===== src/inc/scc_map.vh =====
// constants for the system control and cache operation decoder
// assumes a 32-bit big-endian instruction word, bit 0 the most significant
// What this block does
// - an instruction cache invalidate translates and protection-checks its address before touching the cache.
// - an instruction cache invalidate that hits marks the block invalid.
// - an instruction cache invalidate leaves data cache contents and state untouched.
// - an instruction cache invalidate that passes translation in a segment without the direct-store bit is broadcast on the system bus, hit or miss.
// - external control word in and out raise an alignment exception on an address not a multiple of four.
// - system call runs at user level and always takes an exception.
// - return from interrupt is accepted only at supervisor level.
// - machine state write loads the state register from a general register, the read copies it back.
// - special register moves reach supervisor registers by number, to or from a general register.
// - the special register number takes its high half from bits 16 to 20 and its low half from bits 11 to 15.
// - numbers 952, 953, 954, 955, 959, 1010 and 1023 select the implementation registers.
// - a data cache invalidate translates and checks protection with store semantics.
// - a data cache invalidate broadcasts a kill for the block on the system bus.
// - a data cache invalidate that hits marks the block invalid even if modified, with no write back.
// - a cache control instruction whose segment has the direct-store type bit set completes as a no-op.
`ifndef SCC_MAP_VH
`define SCC_MAP_VH
// ----------------------------------------
// primary and extended opcodes
// ----------------------------------------
`define SCC_OP_SYSCALL 6'h11
`define SCC_OP_RFI_GRP 6'h13
`define SCC_OP_EXT 6'h1F
`define SCC_XO_RFI 10'h032
`define SCC_XO_MTMSR 10'h092
`define SCC_XO_MFMSR 10'h053
`define SCC_XO_MTSPR 10'h1D3
`define SCC_XO_MFSPR 10'h153
`define SCC_XO_ICBI 10'h3D6
`define SCC_XO_DCBI 10'h1D6
`define SCC_XO_ECIWX 10'h136
`define SCC_XO_ECOWX 10'h1B6
// ----------------------------------------
// special register numbers
// ----------------------------------------
`define SCC_SPR_PERF_CTRL 10'h3B8
`define SCC_SPR_PERF_CNT1 10'h3B9
`define SCC_SPR_PERF_CNT2 10'h3BA
`define SCC_SPR_SAMP_IADDR 10'h3BB
`define SCC_SPR_SAMP_DADDR 10'h3BF
`define SCC_SPR_IBRK_ADDR 10'h3F2
`define SCC_SPR_PROC_ID 10'h3FF
// ----------------------------------------
// fields and reset values
// ----------------------------------------
`define SCC_MSR_PR_BIT 14
`define SCC_MSR_RESET 32'h00000000
`define SCC_SPR_RESET 32'h00000000
// ----------------------------------------
// exception causes
// ----------------------------------------
`define SCC_EXC_NONE 3'h0
`define SCC_EXC_SYSCALL 3'h1
`define SCC_EXC_PRIV 3'h2
`define SCC_EXC_ILLEGAL 3'h3
`define SCC_EXC_ALIGN 3'h4
`define SCC_EXC_PROT 3'h5
`define SCC_EXC_RFI 3'h6
// ----------------------------------------
// bus operations
// ----------------------------------------
`define SCC_BUS_NONE 2'h0
`define SCC_BUS_ICBI 2'h1
`define SCC_BUS_KILL 2'h2
`endif


===== src/rtl/scc_spr_file.v =====
// implementation special register file, one write port, one read port
// assumes the caller decodes legal numbers and privilege
`timescale 1ns/100ps
`default_nettype none
`include "scc_map.vh"
module scc_spr_file #(
  parameter WIDTH = 32
) (
  input wire clk,
  input wire rst,
  input wire wrEn,
  input wire [9:0] wrNum,
  input wire [WIDTH-1:0] wrData,
  input wire [9:0] rdNum,
  output reg [WIDTH-1:0] rdData
);
  // ----------------------------------------
  // storage
  // ----------------------------------------
  reg [WIDTH-1:0] perfMonitorControl;
  reg [WIDTH-1:0] perfCounterOne;
  reg [WIDTH-1:0] perfCounterTwo;
  reg [WIDTH-1:0] sampledInstrAddrReg;
  reg [WIDTH-1:0] sampledDataAddrReg;
  reg [WIDTH-1:0] instrBreakpointAddr;
  reg [WIDTH-1:0] processorIdReg;
  always @(posedge clk or posedge rst) begin
    if (rst) begin
      perfMonitorControl <= `SCC_SPR_RESET;
      perfCounterOne <= `SCC_SPR_RESET;
      perfCounterTwo <= `SCC_SPR_RESET;
      sampledInstrAddrReg <= `SCC_SPR_RESET;
      sampledDataAddrReg <= `SCC_SPR_RESET;
      instrBreakpointAddr <= `SCC_SPR_RESET;
      processorIdReg <= `SCC_SPR_RESET;
    end else if (wrEn) begin
      case (wrNum)
        `SCC_SPR_PERF_CTRL: perfMonitorControl <= wrData;
        `SCC_SPR_PERF_CNT1: perfCounterOne <= wrData;
        `SCC_SPR_PERF_CNT2: perfCounterTwo <= wrData;
        `SCC_SPR_SAMP_IADDR: sampledInstrAddrReg <= wrData;
        `SCC_SPR_SAMP_DADDR: sampledDataAddrReg <= wrData;
        `SCC_SPR_IBRK_ADDR: instrBreakpointAddr <= wrData;
        `SCC_SPR_PROC_ID: processorIdReg <= wrData;
        default: ;
      endcase
    end
  end
  always @* begin
    case (rdNum)
      `SCC_SPR_PERF_CTRL: rdData = perfMonitorControl;
      `SCC_SPR_PERF_CNT1: rdData = perfCounterOne;
      `SCC_SPR_PERF_CNT2: rdData = perfCounterTwo;
      `SCC_SPR_SAMP_IADDR: rdData = sampledInstrAddrReg;
      `SCC_SPR_SAMP_DADDR: rdData = sampledDataAddrReg;
      `SCC_SPR_IBRK_ADDR: rdData = instrBreakpointAddr;
      `SCC_SPR_PROC_ID: rdData = processorIdReg;
      default: rdData = {WIDTH{1'b0}};
    endcase
  end
endmodule // scc_spr_file
`default_nettype wire


===== src/rtl/scc_sys_ctrl_decode.v =====
// decode and execution control of system, state-move and cache-invalidate instructions
// assumes a core pipeline presenting one instruction with operands and a translation unit answering in time
`timescale 1ns/100ps
`default_nettype none
`include "scc_map.vh"
module scc_sys_ctrl_decode (
  input wire clk,
  input wire rst,
  // issue
  input wire issueValid,
  input wire [31:0] instr,
  input wire [31:0] gprA,
  input wire [31:0] gprB,
  input wire [31:0] gprS,
  // translation answer
  input wire xlateDone,
  input wire xlateProtFault,
  input wire segDirectStore,
  input wire icacheHit,
  input wire dcacheHit,
  // issue and translation requests
  output reg busy,
  output reg xlateReq,
  output reg [31:0] xlateEa,
  output reg xlateIsStore,
  // cache actions
  output reg icacheInval,
  output reg dcacheInval,
  output reg [31:0] cacheAddr,
  // system bus
  output reg [1:0] busOp,
  output reg busOpValid,
  output reg [31:0] busAddr,
  input wire busOpAck,
  // completion
  output reg done,
  output reg excValid,
  output reg [2:0] excCause,
  output reg gprWrEn,
  output reg [4:0] gprWrIdx,
  output reg [31:0] gprWrData,
  output reg [31:0] machineStateReg
);
  // ----------------------------------------
  // decode helpers
  // ----------------------------------------
  function [9:0] sprNumber;
    input [31:0] ins;
    begin
      sprNumber = {ins[15:11], ins[20:16]};
    end
  endfunction
  function sprDefined;
    input [9:0] num;
    begin
      case (num)
        `SCC_SPR_PERF_CTRL, `SCC_SPR_PERF_CNT1, `SCC_SPR_PERF_CNT2, `SCC_SPR_SAMP_IADDR,
        `SCC_SPR_SAMP_DADDR, `SCC_SPR_IBRK_ADDR, `SCC_SPR_PROC_ID: sprDefined = 1'b1;
        default: sprDefined = 1'b0;
      endcase
    end
  endfunction
  // ----------------------------------------
  // state machine
  // ----------------------------------------
  localparam ST_IDLE = 2'h0;
  localparam ST_XLATE = 2'h1;
  localparam ST_BUS = 2'h2;
  reg [1:0] state;
  reg isIcbi;
  reg sprWrEn;
  reg [9:0] sprWrNum;
  reg [31:0] sprWrData;
  wire [31:0] sprRdData;
  // big-endian bit n is vector bit 31-n
  wire [5:0] opcode = instr[31:26];
  wire [9:0] xo = instr[10:1];
  wire [4:0] fieldD = instr[25:21];
  wire [4:0] fieldA = instr[20:16];
  wire userMode = machineStateReg[`SCC_MSR_PR_BIT];
  wire [31:0] effAddr = ((fieldA == 5'h00) ? 32'h00000000 : gprA) + gprB;
  wire isExt = (opcode == `SCC_OP_EXT);
  wire isSyscall = (opcode == `SCC_OP_SYSCALL);
  wire isRfi = (opcode == `SCC_OP_RFI_GRP) && (xo == `SCC_XO_RFI);
  wire isMtmsr = isExt && (xo == `SCC_XO_MTMSR);
  wire isMfmsr = isExt && (xo == `SCC_XO_MFMSR);
  wire isMtspr = isExt && (xo == `SCC_XO_MTSPR);
  wire isMfspr = isExt && (xo == `SCC_XO_MFSPR);
  wire isIcbiOp = isExt && (xo == `SCC_XO_ICBI);
  wire isDcbi = isExt && (xo == `SCC_XO_DCBI);
  wire isExtCtl = isExt && ((xo == `SCC_XO_ECIWX) || (xo == `SCC_XO_ECOWX));
  wire [9:0] sprNum = sprNumber(instr);
  scc_spr_file #(
    .WIDTH(32)
  ) u_spr (
    .clk(clk),
    .rst(rst),
    .wrEn(sprWrEn),
    .wrNum(sprWrNum),
    .wrData(sprWrData),
    .rdNum(sprNum),
    .rdData(sprRdData)
  );
  always @(posedge clk or posedge rst) begin
    if (rst) begin
      state <= ST_IDLE;
      busy <= 1'b0;
      xlateReq <= 1'b0;
      xlateEa <= 32'h00000000;
      xlateIsStore <= 1'b0;
      icacheInval <= 1'b0;
      dcacheInval <= 1'b0;
      cacheAddr <= 32'h00000000;
      busOp <= `SCC_BUS_NONE;
      busOpValid <= 1'b0;
      busAddr <= 32'h00000000;
      done <= 1'b0;
      excValid <= 1'b0;
      excCause <= `SCC_EXC_NONE;
      gprWrEn <= 1'b0;
      gprWrIdx <= 5'h00;
      gprWrData <= 32'h00000000;
      machineStateReg <= `SCC_MSR_RESET;
      isIcbi <= 1'b0;
      sprWrEn <= 1'b0;
      sprWrNum <= 10'h000;
      sprWrData <= 32'h00000000;
    end else begin
      done <= 1'b0;
      excValid <= 1'b0;
      excCause <= `SCC_EXC_NONE;
      gprWrEn <= 1'b0;
      icacheInval <= 1'b0;
      dcacheInval <= 1'b0;
      sprWrEn <= 1'b0;
      case (state)
        ST_IDLE: begin
          if (issueValid) begin
            if (isSyscall) begin
              // allowed at any level, always traps
              done <= 1'b1;
              excValid <= 1'b1;
              excCause <= `SCC_EXC_SYSCALL;
            end else if (userMode && (isRfi || isMtmsr || isMfmsr || isDcbi ||
                         ((isMtspr || isMfspr) && sprNum[4]))) begin
              // spr number bit 4, the top bit of the low half, set marks a supervisor register
              done <= 1'b1;
              excValid <= 1'b1;
              excCause <= `SCC_EXC_PRIV;
            end else if (isRfi) begin
              done <= 1'b1;
              excValid <= 1'b1;
              excCause <= `SCC_EXC_RFI;
            end else if (isMtmsr) begin
              machineStateReg <= gprS;
              done <= 1'b1;
            end else if (isMfmsr) begin
              gprWrEn <= 1'b1;
              gprWrIdx <= fieldD;
              gprWrData <= machineStateReg;
              done <= 1'b1;
            end else if ((isMtspr || isMfspr) && !sprDefined(sprNum)) begin
              done <= 1'b1;
              excValid <= 1'b1;
              excCause <= `SCC_EXC_ILLEGAL;
            end else if (isMtspr) begin
              sprWrEn <= 1'b1;
              sprWrNum <= sprNum;
              sprWrData <= gprS;
              done <= 1'b1;
            end else if (isMfspr) begin
              gprWrEn <= 1'b1;
              gprWrIdx <= fieldD;
              gprWrData <= sprRdData;
              done <= 1'b1;
            end else if (isExtCtl && (effAddr[1:0] != 2'h0)) begin
              done <= 1'b1;
              excValid <= 1'b1;
              excCause <= `SCC_EXC_ALIGN;
            end else if (isExtCtl) begin
              // the device side of the transfer is outside this block
              done <= 1'b1;
            end else if (isIcbiOp || isDcbi) begin
              busy <= 1'b1;
              xlateReq <= 1'b1;
              xlateEa <= effAddr;
              xlateIsStore <= isDcbi;
              isIcbi <= isIcbiOp;
              state <= ST_XLATE;
            end else begin
              done <= 1'b1;
              excValid <= 1'b1;
              excCause <= `SCC_EXC_ILLEGAL;
            end
          end
        end
        ST_XLATE: begin
          xlateReq <= 1'b0;
          if (xlateDone) begin
            cacheAddr <= xlateEa;
            if (xlateProtFault) begin
              // no cache is touched before the check passes
              busy <= 1'b0;
              done <= 1'b1;
              excValid <= 1'b1;
              excCause <= `SCC_EXC_PROT;
              state <= ST_IDLE;
            end else if (segDirectStore) begin
              busy <= 1'b0;
              done <= 1'b1;
              state <= ST_IDLE;
            end else begin
              // only the own cache is invalidated, data cache left alone for icbi
              icacheInval <= isIcbi && icacheHit;
              dcacheInval <= !isIcbi && dcacheHit;
              busOp <= isIcbi ? `SCC_BUS_ICBI : `SCC_BUS_KILL;
              busOpValid <= 1'b1;
              busAddr <= xlateEa;
              state <= ST_BUS;
            end
          end
        end
        ST_BUS: begin
          if (busOpAck) begin
            busOpValid <= 1'b0;
            busOp <= `SCC_BUS_NONE;
            busy <= 1'b0;
            done <= 1'b1;
            state <= ST_IDLE;
          end
        end
        default: begin
          state <= ST_IDLE;
          busy <= 1'b0;
        end
      endcase
    end
  end
endmodule // scc_sys_ctrl_decode
`default_nettype wire


===== config.mk =====
export PLATFORM = sky130hd
export DESIGN_NAME = scc_sys_ctrl_decode
export DESIGN_NICKNAME = d
export VERILOG_FILES = /design/src/rtl/scc_spr_file.v /design/src/rtl/scc_sys_ctrl_decode.v
export VERILOG_INCLUDE_DIRS = /design/src /design/src/inc
export SDC_FILE = /design/constraint.sdc
export NUM_CORES = 1
export LEC_CHECK = 0
export BUFFER_PORTS_ARGS = -buffer_cell sky130_fd_sc_hd__buf_4
export CORE_MARGIN = 4
export CORE_UTILIZATION = 62
export DETAILED_ROUTE_END_ITERATION = 8
export HOLD_SLACK_MARGIN = 0.15
export PLACE_DENSITY = 0.95
export REMOVE_ABC_BUFFERS = 1
export SYNTH_ARGS = -nofsm -noshare
export SYNTH_HDL_FRONTEND = slang
export SYNTH_SLANG_ARGS = --single-unit

===== constraint.sdc =====
create_clock -name clk -period 19.2 [get_ports clk]
set_input_delay 0.96 -clock clk [delete_from_list [all_inputs] [get_ports clk]]
set_output_delay 0.96 -clock clk [all_outputs]
set_load 0.005 [all_outputs]

==> run summary <==
outcome: completed
sw frac: 0.233
CP required: 19620 ps
Unique masters post-synth: 65
share of power burned in registers: 0.463
fraction of layout cells with a size suffix above 1: 0.358
die width: 191 µm
remaining antenna violation count after routing: 0
unrepaired setup endpoints after global routing: false
drt pass-1 iters: 8
Int Power: 1.59 mW
Layout area overhead: 20.9%
R2R setup slack: 15760 ps
Final Cell Area: 0.0251 mm²
DP Area: 0.0235 mm²
Hold Crit Class: flip-flop to flip-flop
crit path kind: primary input to flip-flop
vias in the first global route: 17090
Post-synth top flop: dfrtp_1
Clock Skew: 20.4 ps
Post-CTS Resized: 0
Max VDD drop: 76.9 µV
Syn Area/Cell: 11.5 µm²
1st-iter DRT viols: 1186
relative slew slack: 0.233
CTS sink count: 449
Setup TNS: 0 ps
Pwr per Cell Area: 82.7 mW/mm²
Util after Layout: 0.765
ys async rst share: 1.00
worst flop-to-flop path startpoint: sprWrNum[8]$_DFFE_PP0P_
WHS Path Cells: 1
residual DRC count: 0
Critical Path End Type: flip-flop
Hold Startpoint: sprWrNum[7]$_DFFE_PP0P_
grt ovf: 0
Clk Latency, worst-skew pair: 550 ps
Psw: 0.483 mW
startpoint type of the worst setup path: primary input
die area: 0.0364 mm²
critical path peak fanout: 39
Tcrit/Tclk final: 0.233
vias: 16085
total CTS buffers: 46
largest net degree at the start of global routing: 178
Ports: 316
PortBufs: 314
initial antenna violation count: 1
Final Setup Violations: 0
Slew Limit Fails: 0
worst r2r path cells: 6
hold endpoint: sprWrNum[7]$_DFFE_PP0P_
clock power share: 0.456
Critical Path AT: 4890 ps
Max-Cap Viols: 0
CTS tree: built
Routed WL: 57.8 mm
Placer Congestion: 0.888
fmax: 0.224 GHz
Synth Cell Area: 0.0207 mm²
commonest non-fill, non-tap cell in the layout: dfrtp_1
Clock transition at path regs: 60 ps
vias per cell: 6.26
Seq/Total Area, Yosys: 0.542
R2R Path End: u_spr.perfMonitorControl[19]$_DFFE_PP0P_
Fillers: 1914
global-route wire length before repair: 91.5 mm
Fin. Hold Viols: 0
Final min period: 4470 ps
Total Nets Final: 2259
WL per Instance: 22.5 µm
CORE AREA: 0.0328 mm²
Worst-Margin Slew: 1150 ps
number of setup buffers added after CTS: 0
H-tree Lvls: 2
initial cell density of the core: 0.633
GRT Util Overall: 0.313
Longest Clk Path Bufs: 3
Rows: 66
hpwl dp: 36.7 mm
Gate Count Post-Synth: 1806
CTS Hold Buffers Added: 0
Die Span Y: 191 µm
commonest non-fill, non-tap cells in the layout: dfrtp_1, buf_4, nand2_1
Leak: 13.0 nW
clock root cell: clkbuf_16
number of synthesized flops with an enable pin: 0
#FFs+latches synth: 449
Logic pwr share: 0.081
Syn. warnings: 0
[flip-flops by register name, summed over array words and instances (netlist names), 2 cells and up]
register and flops:
u_spr.perfMonitorControl 32, gprWrIdx 5, excCause 3, u_spr.sampledInstrAddrReg 32
cacheAddr 32, u_spr.processorIdReg 32, gprWrData 32, sprWrNum 10
busOp 2, busAddr 32, u_spr.sampledDataAddrReg 32, u_spr.perfCounterTwo 32
xlateEa 32, machineStateReg 32, state 2, u_spr.perfCounterOne 32
u_spr.instrBreakpointAddr 32, sprWrData 32
[power groups by stage]
stage / registers [mW] / clock network, mW / logic [mW]
2_1_floorplan: 0.978 / 0 / 0.0904
3_3_place_gp: 0.977 / 0 / 0.159
3_5_place_dp: 0.978 / 0 / 0.164
4_1_cts: 0.960 / 0.954 / 0.166
5_1_grt: 0.961 / 0.995 / 0.183
6_report: 0.961 / 0.945 / 0.168
[worst max-delay path by stage]
stage / cells after the start / slack, ps / to / startpoint
floorplan: 1 / 5730 / busAddr[0]$_DFFE_PP0P_ / rst
global placement: 15 / 14520 / xlateEa[26]$_DFFE_PP0P_ / instr[17]
detailed placement: 15 / 14410 / xlateEa[26]$_DFFE_PP0P_ / instr[17]
CTS: 15 / 14850 / xlateEa[26]$_DFFE_PP0P_ / instr[17]
global route: 14 / 14510 / xlateEa[26]$_DFFE_PP0P_ / instr[17]
finish: 15 / 14730 / xlateEa[26]$_DFFE_PP0P_ / instr[17]
[metrics by stage]
| stage | instances | setup slack [ps] | hold WS (ps) | power, mW |
|---|---|---|---|---|
| floorplan | 1706 | 5730 | 426 | 1.07 |
| global placement | 2484 | 14520 | 441 | 1.14 |
| detailed placement | 2484 | 14410 | 445 | 1.14 |
| CTS | 2568 | 14850 | 463 | 2.08 |
| global route | 2569 | 14510 | 492 | 2.14 |
| finish | 2569 | 14730 | 459 | 2.07 |
[cell families after synthesis]
logic type                 after synthesis  share of synthesized area
DFF                                    449                      0.542
AOI/OAI and AO/OA                      307                     0.0946
buffers and inverters                  113                     0.0231
adders and majority gates               32                     0.0197
and+or+nand+nor                        523                      0.113
xor gates and xnor gates                28                     0.0118
muxes                                  354                      0.196
[area by class of cell]
class / instances / area (µm²) / share of cell area
flip-flops and latches: 449 / 11200 / 0.448
multi-input cells: 1244 / 9080 / 0.362
repair buffers: 336 / 2530 / 0.101
clock buffers: 64 / 1340 / 0.0534
well taps: 442 / 553 / 0.0221
clock inverters: 20 / 270 / 0.0108
inverters: 13 / 56.3 / 0.00225
diodes: 1 / 2.50 / 0.0000998
[per-layer routing]
layer | track usage | wire length (µm) | up-vias
met4 | 0.109 | 1860 | 0
met5 | 0 | 0 | -
li1 | - | - | 6983
met1 | 0.378 | 21700 | 8119
met3 | 0.0710 | 4710 | 163
met2 | 0.555 | 29500 | 820
[critical path, stage by stage]
cell and delay [ps]:
buf_4 310, or2_2 390, nor4_2 150, buf_4 360, nor2b_1 100, ha_1 250
fa_1 450, a211oi_1 340, o211ai_1 230, nand3_1 150, a311oi_1 190, o21bai_1 210
a21oi_1 170, a211o_1 300, a211o_1 300
[synth_stat cells, types with 3 or more instances]
cell	n	area [µm²]
dfrtp_1	449	11200
nand2_1	314	1180
mux2_2	284	3200
o21ai_0	89	445
a21oi_1	78	390
clkbuf_1	74	278
nor2_1	65	244
nor2b_1	39	244
mux2_4	35	526
mux2i_1	35	350
ha_1	31	388
o22ai_1	25	156
nand3_1	23	115
a22oi_1	20	150
a221oi_1	19	166
nor3_1	16	80.1
xor2_1	16	140
a222oi_1	14	140
inv_1	13	48.8
buf_1	12	45.0
xnor2_1	12	105
a21o_1	9	67.6
buf_2	8	40.0
nand2b_1	8	50.1
nand4_1	8	50.1
nor3b_1	7	52.6
o21bai_1	7	52.6
and3_1	6	37.5
buf_6	6	67.6
nor4_1	6	37.5
a211o_1	5	43.8
a211oi_1	5	37.5
o211ai_1	5	37.5
o21a_1	5	37.5
or2_2	5	31.3
a22o_1	4	35.0
and2_1	4	25.0
and4_1	4	35.0
nand3b_1	4	30.0
a31oi_1	3	18.8
nor4b_1	3	26.3
or3_1	3	18.8
Power figures use the tool's default switching activity.
